**src/rtl/snf_pkg.sv**
```systemverilog
// package: feature register map, field positions, defaults and opcodes
package snf_pkg;
  localparam logic [7:0] SNF_OP_GET_FEATURE  = 8'h0f;
  localparam logic [7:0] SNF_OP_SET_FEATURE  = 8'h1f;
  localparam logic [7:0] SNF_OP_SOFT_RESET   = 8'hff;
  localparam logic [7:0] SNF_ADDR_SECTOR0    = 8'h80;
  localparam logic [7:0] SNF_ADDR_SECTOR1    = 8'h84;
  localparam logic [7:0] SNF_ADDR_SECTOR2    = 8'h88;
  localparam logic [7:0] SNF_ADDR_SECTOR3    = 8'h8c;
  localparam logic [7:0] SNF_ADDR_PROTECTION = 8'ha0;
  localparam logic [7:0] SNF_ADDR_CONFIG     = 8'hb0;
  localparam logic [7:0] SNF_ADDR_STATE      = 8'hc0;
  // protection register fields
  localparam int SNF_PR_LOCK_MODE = 7;
  localparam int SNF_PR_BP_LSB    = 3;
  localparam int SNF_PR_TB        = 2;
  localparam int SNF_PR_LOCKDOWN  = 0;
  // configuration register fields
  localparam int SNF_CR_OTP_LOCK  = 7;
  localparam int SNF_CR_OTP_EN    = 6;
  localparam int SNF_CR_ECC_EN    = 4;
  localparam int SNF_CR_DRV_LSB   = 1;
  localparam int SNF_CR_QE        = 0;
  // state register fields
  localparam int SNF_SR_ECC_LSB   = 4;
  localparam int SNF_SR_PFAIL     = 3;
  localparam int SNF_SR_EFAIL     = 2;
  localparam int SNF_SR_WEL       = 1;
  localparam int SNF_SR_BUSY      = 0;
  // writable masks and power-up values
  localparam logic [7:0] SNF_PR_WMASK     = 8'hfd;
  localparam logic [7:0] SNF_CR_WMASK     = 8'h57;
  localparam logic [7:0] SNF_PR_RESET     = 8'h7c;
  localparam logic [7:0] SNF_CR_RESET     = 8'h10;
  localparam logic [3:0] SNF_BP_ALL_MASK  = 4'hc;
  localparam int         SNF_PAGE_BITS    = 17;
  localparam int         SNF_BLOCK_SHIFT  = 6;
  localparam logic [16:0] SNF_PAGE_LAST   = 17'h1ffff;
  // soft reset busy time in ns, and in 10 ns clk cycles
  localparam int         SNF_RESET_NS     = 500;
  localparam int         SNF_RESET_CYC    = (SNF_RESET_NS + 9) / 10;
endpackage : snf_pkg

```
**src/rtl/snf_feature_regs.sv**
```systemverilog
// module: feature register bank, spi command decoder and array protect decode
`timescale 1ns/1ps
// Functional notes
// - get/set feature opcodes plus address byte
// - four sector ecc registers, read only
// - a0h protection, b0h config, c0h state
// - sector registers return index and result
// - soft reset keeps protection and config
// - soft reset sets busy until done
// - power-up protection and config defaults
// - power-up ecc from page0 block0, flags zero
// - soft reset clears state and sector fields
// - reserved bits writes have no effect
// - block protect and top/bottom are read/write
// - mode and lockdown select protection scheme
// - lockdown freezes protection until power cycle
// - quad enable: writable, pin is data
// - mode bit with pin low locks
// - power cycle returns mode/lockdown to zero
// - code zero none, code 11xx all
// - top/bottom 0 protects uppermost blocks
// - top/bottom 1 protects lowest blocks
// - protected program or erase is ignored
// - protected program/erase sets fail bits
module snf_feature_regs
  import snf_pkg::*;
(
  input  wire logic        clk,
  input  wire logic        resetn,
  input  wire logic        spi_clk,
  input  wire logic        spi_cs_n,
  input  wire logic        spi_di,
  output logic             spi_do,
  output logic             spi_do_oe_n,
  input  wire logic        write_protect_n,
  input  wire logic        otp_locked,
  input  wire logic [3:0]  boot_sector_ecc [4],
  input  wire logic [1:0]  boot_ecc_summary,
  input  wire logic        op_start,
  input  wire logic        op_is_erase,
  input  wire logic [16:0] op_page,
  input  wire logic        op_otp_locked,
  output logic             op_accept,
  output logic             op_reject,
  input  wire logic        ecc_valid,
  input  wire logic [3:0]  ecc_sector [4],
  input  wire logic [1:0]  ecc_summary,
  input  wire logic        wel_set,
  input  wire logic        wel_clr,
  input  wire logic        busy_in,
  output logic [7:0]       protection_reg,
  output logic [7:0]       configuration_reg,
  output logic [7:0]       state_reg,
  output logic             quad_enable_bit
);

  typedef enum logic [1:0] {SNF_IDLE, SNF_ADDR, SNF_WDATA, SNF_RDATA} snf_phase_t;

  typedef struct packed {
    logic [1:0]  sclk_sync;
    logic [1:0]  cs_sync;
    logic [1:0]  di_sync;
    logic [1:0]  wp_sync;
    logic        sclk_prev;
    snf_phase_t  phase;
    logic [2:0]  bitcnt;
    logic [7:0]  shreg;
    logic [7:0]  opcode;
    logic [7:0]  addr;
    logic [7:0]  rdata;
    logic        dout;
    logic        drive;
    logic [7:0]  prot;
    logic [7:0]  cfg;
    logic [1:0]  ecc_sum;
    logic        pfail;
    logic        efail;
    logic        write_enable_latch;
    logic        boot;
    logic [15:0] sec;
    logic [9:0]  rst_cnt;
    logic        accept;
    logic        reject;
  } snf_state_t;

  snf_state_t st;
  snf_state_t next_st;

  logic        sclk_rise;
  logic        sclk_fall;
  logic        cs_active;
  logic        prot_writable;
  logic        region_hit;
  logic [3:0]  bp;
  logic [16:0] span;
  logic [7:0]  rd_mux;
  logic [7:0]  byte_in;

  assign sclk_rise = st.sclk_sync[1] & ~st.sclk_prev;
  assign sclk_fall = ~st.sclk_sync[1] & st.sclk_prev;
  assign cs_active = ~st.cs_sync[1];
  assign byte_in   = {st.shreg[6:0], st.di_sync[1]};
  assign bp        = st.prot[SNF_PR_BP_LSB +: 4];

  // protection lock decision
  always_comb begin
    if (st.prot[SNF_PR_LOCKDOWN])
      prot_writable = 1'b0;
    else if (st.cfg[SNF_CR_QE])
      prot_writable = 1'b1;
    else
      prot_writable = ~st.prot[SNF_PR_LOCK_MODE] | st.wp_sync[1];
  end

  // protected span: 2^(n-1) blocks of 64 pages, all for 11xx
  always_comb begin
    span = '0;
    if (bp != 4'h0)
      span = 17'((64 << (bp - 4'h1)) - 1);
    if ((bp & SNF_BP_ALL_MASK) == SNF_BP_ALL_MASK)
      region_hit = 1'b1;
    else if (bp == 4'h0)
      region_hit = 1'b0;
    else if (st.prot[SNF_PR_TB])
      region_hit = op_page <= span;
    else
      region_hit = op_page >= (SNF_PAGE_LAST - span);
  end

  // read mux; reserved bits read as zero
  always_comb begin
    unique case (st.addr)
      SNF_ADDR_SECTOR0:    rd_mux = {4'h0, st.sec[3:0]};
      SNF_ADDR_SECTOR1:    rd_mux = {4'h1, st.sec[7:4]};
      SNF_ADDR_SECTOR2:    rd_mux = {4'h2, st.sec[11:8]};
      SNF_ADDR_SECTOR3:    rd_mux = {4'h3, st.sec[15:12]};
      SNF_ADDR_PROTECTION: rd_mux = st.prot;
      SNF_ADDR_CONFIG:     rd_mux = st.cfg;
      SNF_ADDR_STATE:      rd_mux = state_reg;
      default:             rd_mux = 8'h00;
    endcase
  end

  always_comb begin
    next_st = st;
    next_st.sclk_sync = {st.sclk_sync[0], spi_clk};
    next_st.cs_sync   = {st.cs_sync[0], spi_cs_n};
    next_st.di_sync   = {st.di_sync[0], spi_di};
    next_st.wp_sync   = {st.wp_sync[0], write_protect_n};
    next_st.sclk_prev = st.sclk_sync[1];
    next_st.accept    = 1'b0;
    next_st.reject    = 1'b0;
    // capture otp lock and boot ecc one cycle after release
    if (st.boot) begin
      next_st.boot    = 1'b0;
      next_st.cfg[SNF_CR_OTP_LOCK] = otp_locked;
      next_st.ecc_sum = boot_ecc_summary;
      for (int i = 0; i < 4; i++)
        next_st.sec[i*4 +: 4] = boot_sector_ecc[i];
    end
    if (ecc_valid) begin
      next_st.ecc_sum = ecc_summary;
      for (int i = 0; i < 4; i++)
        next_st.sec[i*4 +: 4] = ecc_sector[i];
    end
    if (wel_clr)
      next_st.write_enable_latch = 1'b0;
    if (wel_set)
      next_st.write_enable_latch = 1'b1;
    if (op_start) begin
      next_st.pfail = 1'b0;
      next_st.efail = 1'b0;
      if (region_hit || (!op_is_erase && op_otp_locked)) begin
        next_st.reject = 1'b1;
        if (op_is_erase)
          next_st.efail = 1'b1;
        else
          next_st.pfail = 1'b1;
      end else begin
        next_st.accept = 1'b1;
      end
    end
    if (st.rst_cnt != '0)
      next_st.rst_cnt = st.rst_cnt - 10'd1;
    // serial command engine
    if (!cs_active) begin
      next_st.phase  = SNF_IDLE;
      next_st.bitcnt = '0;
      next_st.drive  = 1'b0;
    end else if (sclk_rise && st.phase != SNF_RDATA) begin
      next_st.shreg  = byte_in;
      next_st.bitcnt = st.bitcnt + 3'd1;
      if (st.bitcnt == 3'd7) begin
        unique case (st.phase)
          SNF_IDLE: begin
            next_st.opcode = byte_in;
            if (byte_in == SNF_OP_GET_FEATURE || byte_in == SNF_OP_SET_FEATURE)
              next_st.phase = SNF_ADDR;
            else if (byte_in == SNF_OP_SOFT_RESET) begin
              next_st.rst_cnt = 10'(SNF_RESET_CYC);
              next_st.ecc_sum = 2'b00;
              next_st.pfail   = 1'b0;
              next_st.efail   = 1'b0;
              next_st.write_enable_latch     = 1'b0;
              next_st.sec     = '0;
              // configuration, otp access included, is left alone
            end
          end
          SNF_ADDR: begin
            next_st.addr = byte_in;
            if (st.opcode == SNF_OP_GET_FEATURE)
              next_st.phase = SNF_RDATA;
            else
              next_st.phase = SNF_WDATA;
          end
          SNF_WDATA: begin
            next_st.phase = SNF_IDLE;
            if (st.addr == SNF_ADDR_PROTECTION && prot_writable)
              next_st.prot = (byte_in & SNF_PR_WMASK) | (st.prot & ~SNF_PR_WMASK);
            else if (st.addr == SNF_ADDR_CONFIG)
              next_st.cfg = (byte_in & SNF_CR_WMASK) | (st.cfg & ~SNF_CR_WMASK);
            // state and sector registers keep their contents
          end
          default: next_st.phase = SNF_IDLE;
        endcase
      end
    end
    if (cs_active && st.phase == SNF_RDATA && sclk_fall) begin
      if (!st.drive) begin
        next_st.drive  = 1'b1;
        next_st.rdata  = {rd_mux[6:0], 1'b0};
        next_st.dout   = rd_mux[7];
      end else begin
        next_st.dout   = st.rdata[7];
        next_st.rdata  = {st.rdata[6:0], 1'b0};
      end
    end
  end

  always_ff @(posedge clk or negedge resetn) begin
    if (!resetn) begin
      st         <= '0;
      st.prot    <= SNF_PR_RESET;
      st.cfg     <= SNF_CR_RESET;
      st.boot    <= 1'b1;
      st.cs_sync <= 2'b11;
      st.phase   <= SNF_IDLE;
    end else begin
      st <= next_st;
    end
  end

  assign spi_do            = st.dout;
  assign spi_do_oe_n       = ~st.drive;
  assign op_accept         = st.accept;
  assign op_reject         = st.reject;
  assign protection_reg    = st.prot;
  assign configuration_reg = st.cfg;
  assign quad_enable_bit   = st.cfg[SNF_CR_QE];
  assign state_reg = {2'b00, st.ecc_sum, st.pfail, st.efail, st.write_enable_latch,
                      busy_in | (st.rst_cnt != '0)};
endmodule : snf_feature_regs

```
**config.mk**
```make
export PLATFORM = sky130hd
export DESIGN_NAME = snf_feature_regs
export DESIGN_NICKNAME = d
export VERILOG_FILES = /design/src/rtl/snf_pkg.sv /design/src/rtl/snf_feature_regs.sv
export SDC_FILE = /design/constraint.sdc
export NUM_CORES = 1
export LEC_CHECK = 0
export BUFFER_PORTS_ARGS = -buffer_cell sky130_fd_sc_hd__buf_2
export CORE_ASPECT_RATIO = 2
export CORE_MARGIN = 5
export CORE_UTILIZATION = 25
export CTS_BUF_LIST = sky130_fd_sc_hd__clkbuf_8
export DETAILED_ROUTE_END_ITERATION = 10
export PLACE_DENSITY = 0.41
export SLEW_MARGIN = 20
export SYNTH_ARGS = -nofsm -noshare
export SYNTH_HDL_FRONTEND = slang
export SYNTH_SLANG_ARGS = --single-unit
export TNS_END_PERCENT = 20
```
**constraint.sdc**
```tcl
create_clock -name clk -period 4.8 [get_ports clk]
set_input_delay 0.24 -clock clk [delete_from_list [all_inputs] [get_ports clk]]
set_output_delay 0.24 -clock clk [all_outputs]
set_load 0.01 [all_outputs]
```
==> results.sh, run 1 <==
export IMPL_grt_pass1_vias=4757
export IMPL_path_class="reg -> reg"
export IMPL_synth_seq_cells=93
export IMPL_clk_path_buf_depth=2
export IMPL_wl_met1_um=5780
export IMPL_worstPathMaxFanout=19
export IMPL_top_layer="met4"
export IMPL_antenna_found_initial=0
export IMPL_largest_register_ffs=59
export IMPL_die_y_um=222
export IMPL_vias=4354
export IMPL_htreeDepth=3
export IMPL_final_nets=738
export IMPL_hp_class="in -> reg"
export IMPL_die_w_um=116
export IMPL_netlist_instances=563
export IMPL_seqCellArea_um2=2340
export IMPL_post_cts_setup_buffers=0
export IMPL_synthFlopType="dfrtp_1"
export IMPL_critPathRequiredTime_ns=5.10
export IMPL_ir_drop_v=0.000152
export IMPL_row_count=77
export IMPL_path_clk_slew_ns=0.10
export IMPL_clkSinkCount=93
export IMPL_syn_area_um2=5600
export IMPL_diodes=0
export IMPL_status="complete, no violations"
export IMPL_cts_buffers_inserted=9
export IMPL_drt_pass1_iter_count=5
export IMPL_tns_ns=0
export IMPL_drive_above_1_share=0.256
export IMPL_crit_path_start_kind="register"
export IMPL_yosysTopAreaCellShare=0.376
export IMPL_synth_warnings=0
export IMPL_cp_end_kind="register"
export IMPL_wl_met3_um=701
export IMPL_first_iter_violations=213
export IMPL_num_io_pins=96
export IMPL_power_leakage_nw=3.13
export IMPL_drc_errors=0
export IMPL_timing_final_crit_share=0.867
export IMPL_skew_ns=0.0169
export IMPL_drv_slew=0
export IMPL_grt_overflow=0
export IMPL_route_met2_wl_um=8810
export IMPL_critPathArrivalTime_ns=4.46
export IMPL_drv_cap=0
export IMPL_synthDistinctLibCells=60
export IMPL_multi_input_area_um2=2890
export IMPL_core_area_um2=22100
export IMPL_wl_per_cell_um=17.4
export IMPL_syn2layout_area_growth_pct=15.0
export IMPL_dieArea_um2=25700
export IMPL_powerDensity_nw_per_um2=258
export IMPL_synth_area_leaders="dfrtp_1 38%, ha_1 9.6%, mux2_2 7.2%"
export IMPL_grt_start_max_net_pins=50
export IMPL_layout_commonest_cell="buf_2"
export IMPL_grt_first_pass_wirelength_um=25500
export IMPL_setup_viol=0
export IMPL_p_total_w=0.00166
export IMPL_initial_core_util=0.254
export IMPL_async_reset_ff_frac=1.00
export IMPL_fmax_mhz=240
export IMPL_viasPerCell=4.79
export IMPL_postSynthAreaPerCell_um2=9.94
export IMPL_relSlewSlack=0.557
export IMPL_ys_seq_area_frac=0.418
export IMPL_fin_util=0.292
export IMPL_cts_root_buf="clkbuf_8"
export IMPL_hold_worst_slack_ns=0.0650
export IMPL_dp_hpwl_um=12600
export IMPL_yosysTopAreaCell="dfrtp_1"
export IMPL_port_buffers=90
export IMPL_max_slew_worst_pin_slew_ns=0.664
export IMPL_rsz0062_at_grt="no"
export IMPL_gp_congestion=0.824
export IMPL_final_cell_mix="89 x buf_2, 84 x dfrtp_1, 65 x nor2_1"
export IMPL_tritoncts="done"
export IMPL_finalHoldViolations=0
export IMPL_grt_usage=0.129
export IMPL_synth_edf_count=0
export IMPL_wl_um=15800
export IMPL_period_needed_ns=4.16
export IMPL_ant_nets=0
export IMPL_insertion_delay_ns=0.39
export IMPL_fill_cells=2322
synth_stat cells, types with 2 or more instances:
| cell type | instances |
|---|---|
| dfrtp_1 | 84 |
| nor2_1 | 65 |
| ha_1 | 43 |
| a21oi_1 | 40 |
| mux2_2 | 36 |
| nand2_1 | 34 |
| inv_1 | 28 |
| mux2i_1 | 25 |
| buf_4 | 23 |
| o21ai_0 | 19 |
| clkbuf_1 | 18 |
| nor3_1 | 15 |
| nand3_1 | 10 |
| dfstp_2 | 9 |
| nand2b_1 | 8 |
| nand4_1 | 7 |
| nor2b_1 | 7 |
| o21a_1 | 6 |
| a22oi_1 | 5 |
| and2_1 | 4 |
| mux4_2 | 4 |
| nor3b_1 | 4 |
| or3_1 | 4 |
| xor2_1 | 4 |
| a21boi_0 | 3 |
| a221oi_1 | 3 |
| a222oi_1 | 3 |
| a2bb2oi_1 | 3 |
| a31oi_1 | 3 |
| buf_1 | 3 |
| buf_2 | 3 |
| o31ai_1 | 3 |
| or4_1 | 3 |
| xnor2_1 | 3 |
| a211oi_1 | 2 |
| and3_1 | 2 |
| nand4b_1 | 2 |
| o2111ai_1 | 2 |
| o41ai_1 | 2 |
metrics by stage:
step                setup slack [ns]  instances  cell area, um^2
floorplan                       1.26        568             5620
global placement               0.824        887             6140
detailed placement             0.665        888             6170
CTS                            0.650        909             6440
global route                   0.366        909             6440
finish                         0.637        909             6440
worst paths after layout:
path	startpoint	to	slack, ns	cells past startpoint
max	protection_reg[6]$_DFFE_PN1P_	state_reg[3]$_DFF_PN0_	0.64	14
min	wel_set	state_reg[1]$_DFF_PN0_	0.07	3
max reg2reg	protection_reg[6]$_DFFE_PN1P_	state_reg[3]$_DFF_PN0_	0.64	14
min reg2reg	next_st[93]$_DFF_PN0_	byte_in[0]$_DFF_PN0_	0.35	0
max in group asynchronous	resetn	next_st[93]$_DFF_PN0_	3.32	3
min in group asynchronous	resetn	st[56]$_DFFE_PN0P_	0.42	2
routing by layer:
layer / GRT usage / vias up
met5: 0 / -
met4: 0.0584 / 0
met3: 0.0268 / 25
met2: 0.241 / 111
met1: 0.132 / 2132
li1: - / 2086
power breakdown:
group / leakage, nW / internal [W] / switching [W] / total [W]
Combinational: 1.83 / 0.0000854 / 0.0000833 / 0.000169
Clock: 0.115 / 0.000303 / 0.000282 / 0.000585
Sequential: 1.19 / 0.000831 / 0.0000740 / 0.000905
logic make-up after synthesis:
logic type,Yosys count,synth area share
AND/OR/NAND/NOR,173,0.152
buffers and inverters,76,0.0684
multiplexers,65,0.133
other,1,0.000670
flip-flops,93,0.418
XOR/XNOR,7,0.0110
adder cells (fa/ha/maj),43,0.0961
AO/OA/AOI/OAI,105,0.121
critical path, cell delays in order (launching register included):
cell,delay (ns)
dfstp_2,0.74
nor2_1,0.15
nand2_1,0.11
ha_1,0.38
inv_1,0.16
or3_1,0.33
a21oi_1,0.18
a31oi_1,0.06
o21a_1,0.20
ha_1,0.31
or4_1,0.57
a311oi_1,0.30
o41ai_1,0.13
o211a_1,0.19
o32ai_1,0.29
layout make-up:
type	count	area share
multi-input cells	399	0.449
flip-flops and latches	93	0.363
repair buffers	97	0.0836
well taps	276	0.0536
clock buffers	10	0.0214
inverters	28	0.0163
clock inverters	6	0.0124
what timing repair did:
item                      in CTS  in global routing
hold endpoints to repair      44                  0
hold buffers                   5                  0
resized for setup              0                  0
(Power assumes the default switching activity.)
==> inputs of run 2 (changes only) <==
PLACE_DENSITY = 0.52   (was 0.41)
==> results.sh, run 2 (same netlist as run 1, synthesis figures left out) <==
export IMPL_crit_path_start_kind="register"
export IMPL_drive_above_1_share=0.258
export IMPL_placed_cell_area_um2=6150
export IMPL_cts_root_buf="clkbuf_8"
export IMPL_rsz0062_at_grt="no"
export IMPL_grt_pass1_vias=4513
export IMPL_powerDensity_nw_per_um2=253
export IMPL_port_buffers=90
export IMPL_stdcell_count=909
export IMPL_clk_path_buf_depth=2
export IMPL_drv_cap=0
export IMPL_fmax_mhz=239
export IMPL_insertion_delay_ns=0.37
export IMPL_row_count=77
export IMPL_dieArea_um2=25700
export IMPL_swShare=0.270
export IMPL_grt_first_pass_wirelength_um=23400
export IMPL_fill_cells=2357
export IMPL_layout_commonest_cell="buf_2"
export IMPL_diodes=0
export IMPL_intPower_w=0.00119
export IMPL_wl_um=14600
export IMPL_largest_register_ffs=59
export IMPL_gp_congestion=0.855
export IMPL_final_nets=738
export IMPL_status="complete, no violations"
export IMPL_htreeDepth=3
export IMPL_tns_ns=0
export IMPL_critPathArrivalTime_ns=4.45
export IMPL_initial_core_util=0.254
export IMPL_relSlewSlack=0.518
export IMPL_seq_power_share=0.557
export IMPL_hp_class="in -> reg"
export IMPL_die_w_um=116
export IMPL_num_io_pins=96
export IMPL_path_class="reg -> reg"
export IMPL_ir_drop_v=0.000133
export IMPL_core_area_um2=22100
export IMPL_cts_buffers_inserted=9
export IMPL_dp_cells=888
export IMPL_viasPerCell=4.65
export IMPL_die_y_um=222
export IMPL_design_area_um2=6410
export IMPL_grt_usage=0.117
export IMPL_final_cell_mix="89 x buf_2, 84 x dfrtp_1, 65 x nor2_1"
export IMPL_wl_per_cell_um=16.1
export IMPL_finalHoldViolations=0
export IMPL_vias=4225
export IMPL_pwr_share_clk=0.340
export IMPL_dp_hpwl_um=11600
export IMPL_worstPathMaxFanout=19
export IMPL_cp_end_kind="register"
export IMPL_post_cts_setup_buffers=0
export IMPL_period_needed_ns=4.18
export IMPL_critPathRequiredTime_ns=5.06
export IMPL_setup_viol=0
export IMPL_syn2layout_area_growth_pct=14.6
export IMPL_antenna_found_initial=1
export IMPL_ant_nets=0
export IMPL_pwr_share_comb=0.103
export IMPL_skew_ns=0.0134
export IMPL_drv_slew=0
export IMPL_timing_final_crit_share=0.872
export IMPL_path_clk_slew_ns=0.09
export IMPL_drc_errors=0
export IMPL_net_switching_power_w=0.000438
export IMPL_grt_start_max_net_pins=57
export IMPL_drt_pass1_iter_count=4
export IMPL_power_leakage_nw=3.12
export IMPL_tritoncts="done"
export IMPL_clkSinkCount=93
export IMPL_first_iter_violations=122
export IMPL_grt_overflow=0
export IMPL_max_slew_worst_pin_slew_ns=0.723
[run 2: cell count changes in the layout (fill, tap and decap cells not counted), sizes merged]
| cell | change |
|---|---|
| clkbuf | +1 |
| bufinv | -1 |
[run 2: final cells by class]
type | instances | area, um^2 | share of cell area
Clock buffer | 11 | 151 | 0.0236
Clock inverter | 5 | 58.8 | 0.00917
Inverter | 28 | 105 | 0.0164
Multi-Input combinational cell | 399 | 2890 | 0.451
Sequential cell | 93 | 2340 | 0.365
Tap cell | 276 | 345 | 0.0539
Timing Repair Buffer | 97 | 518 | 0.0808
[run 2: worst max-delay path: stages (launching register included)]
cell and delay, ns:
dfstp_2 0.74, nor2_1 0.14, nand2_1 0.10, ha_1 0.39
inv_1 0.16, or3_1 0.33, a21oi_1 0.17, a31oi_1 0.07
o21a_1 0.22, ha_1 0.31, or4_1 0.56, a311oi_1 0.30
o41ai_1 0.13, o211a_1 0.19, o32ai_1 0.28
[run 2: path summary, 6_finish.rpt]
kind                            slack (ns)  cells after the start                          endpoint                     startpoint
max in group asynchronous             3.31                      3               op_reject$_DFF_PN0_                         resetn
worst min-delay path                  0.08                      3            state_reg[1]$_DFF_PN0_                        wel_set
worst max-delay path                  0.62                     14            state_reg[3]$_DFF_PN0_  protection_reg[6]$_DFFE_PN1P_
worst max register to register        0.62                     14            state_reg[3]$_DFF_PN0_  protection_reg[6]$_DFFE_PN1P_
worst min register to register        0.35                      0             next_st[89]$_DFF_PN0_          next_st[97]$_DFF_PN0_
min in group asynchronous             0.37                      2  configuration_reg[0]$_DFFE_PN0P_                         resetn
[run 2: routing by layer]
metal	vias to the layer above	wire length (um)	track usage	part of all wire
li1	2078	-	-	-
met1	2041	5290	0.119	0.36
met2	80	8310	0.224	0.57
met3	24	510	0.0183	0.035
met4	2	517	0.0540	0.035
met5	-	13	0	0.00089
[run 2: power by group through the flow]
stage                     sequential, W  clock, W  combinational, W
after floorplan                0.000882         0          0.000109
after global placement         0.000926         0          0.000165
after detailed placement       0.000924         0          0.000168
after CTS                      0.000909  0.000580          0.000171
after global routing           0.000914  0.000612          0.000189
final                          0.000905  0.000552          0.000167
[run 2: what timing repair did]
action / in CTS / in global routing
endpoints found under the hold margin: 37 / 0
hold buffers: 5 / 0
gates resized for setup: 0 / 0
endpoints found under the setup margin: 0 / 0
[run 2: through the flow]
stage / util / power, W / setup WS, ns / hold WS (ns)
2_1_floorplan: - / 0.000991 / 1.26 / -0.0556
3_3_place_gp: 0.279 / 0.00109 / 0.821 / 0.245
3_5_place_dp: 0.279 / 0.00109 / 0.664 / 0.241
4_1_cts: 0.291 / 0.00166 / 0.629 / 0.0590
5_1_grt: 0.291 / 0.00171 / 0.349 / 0.0863
6_report: 0.291 / 0.00162 / 0.615 / 0.0830
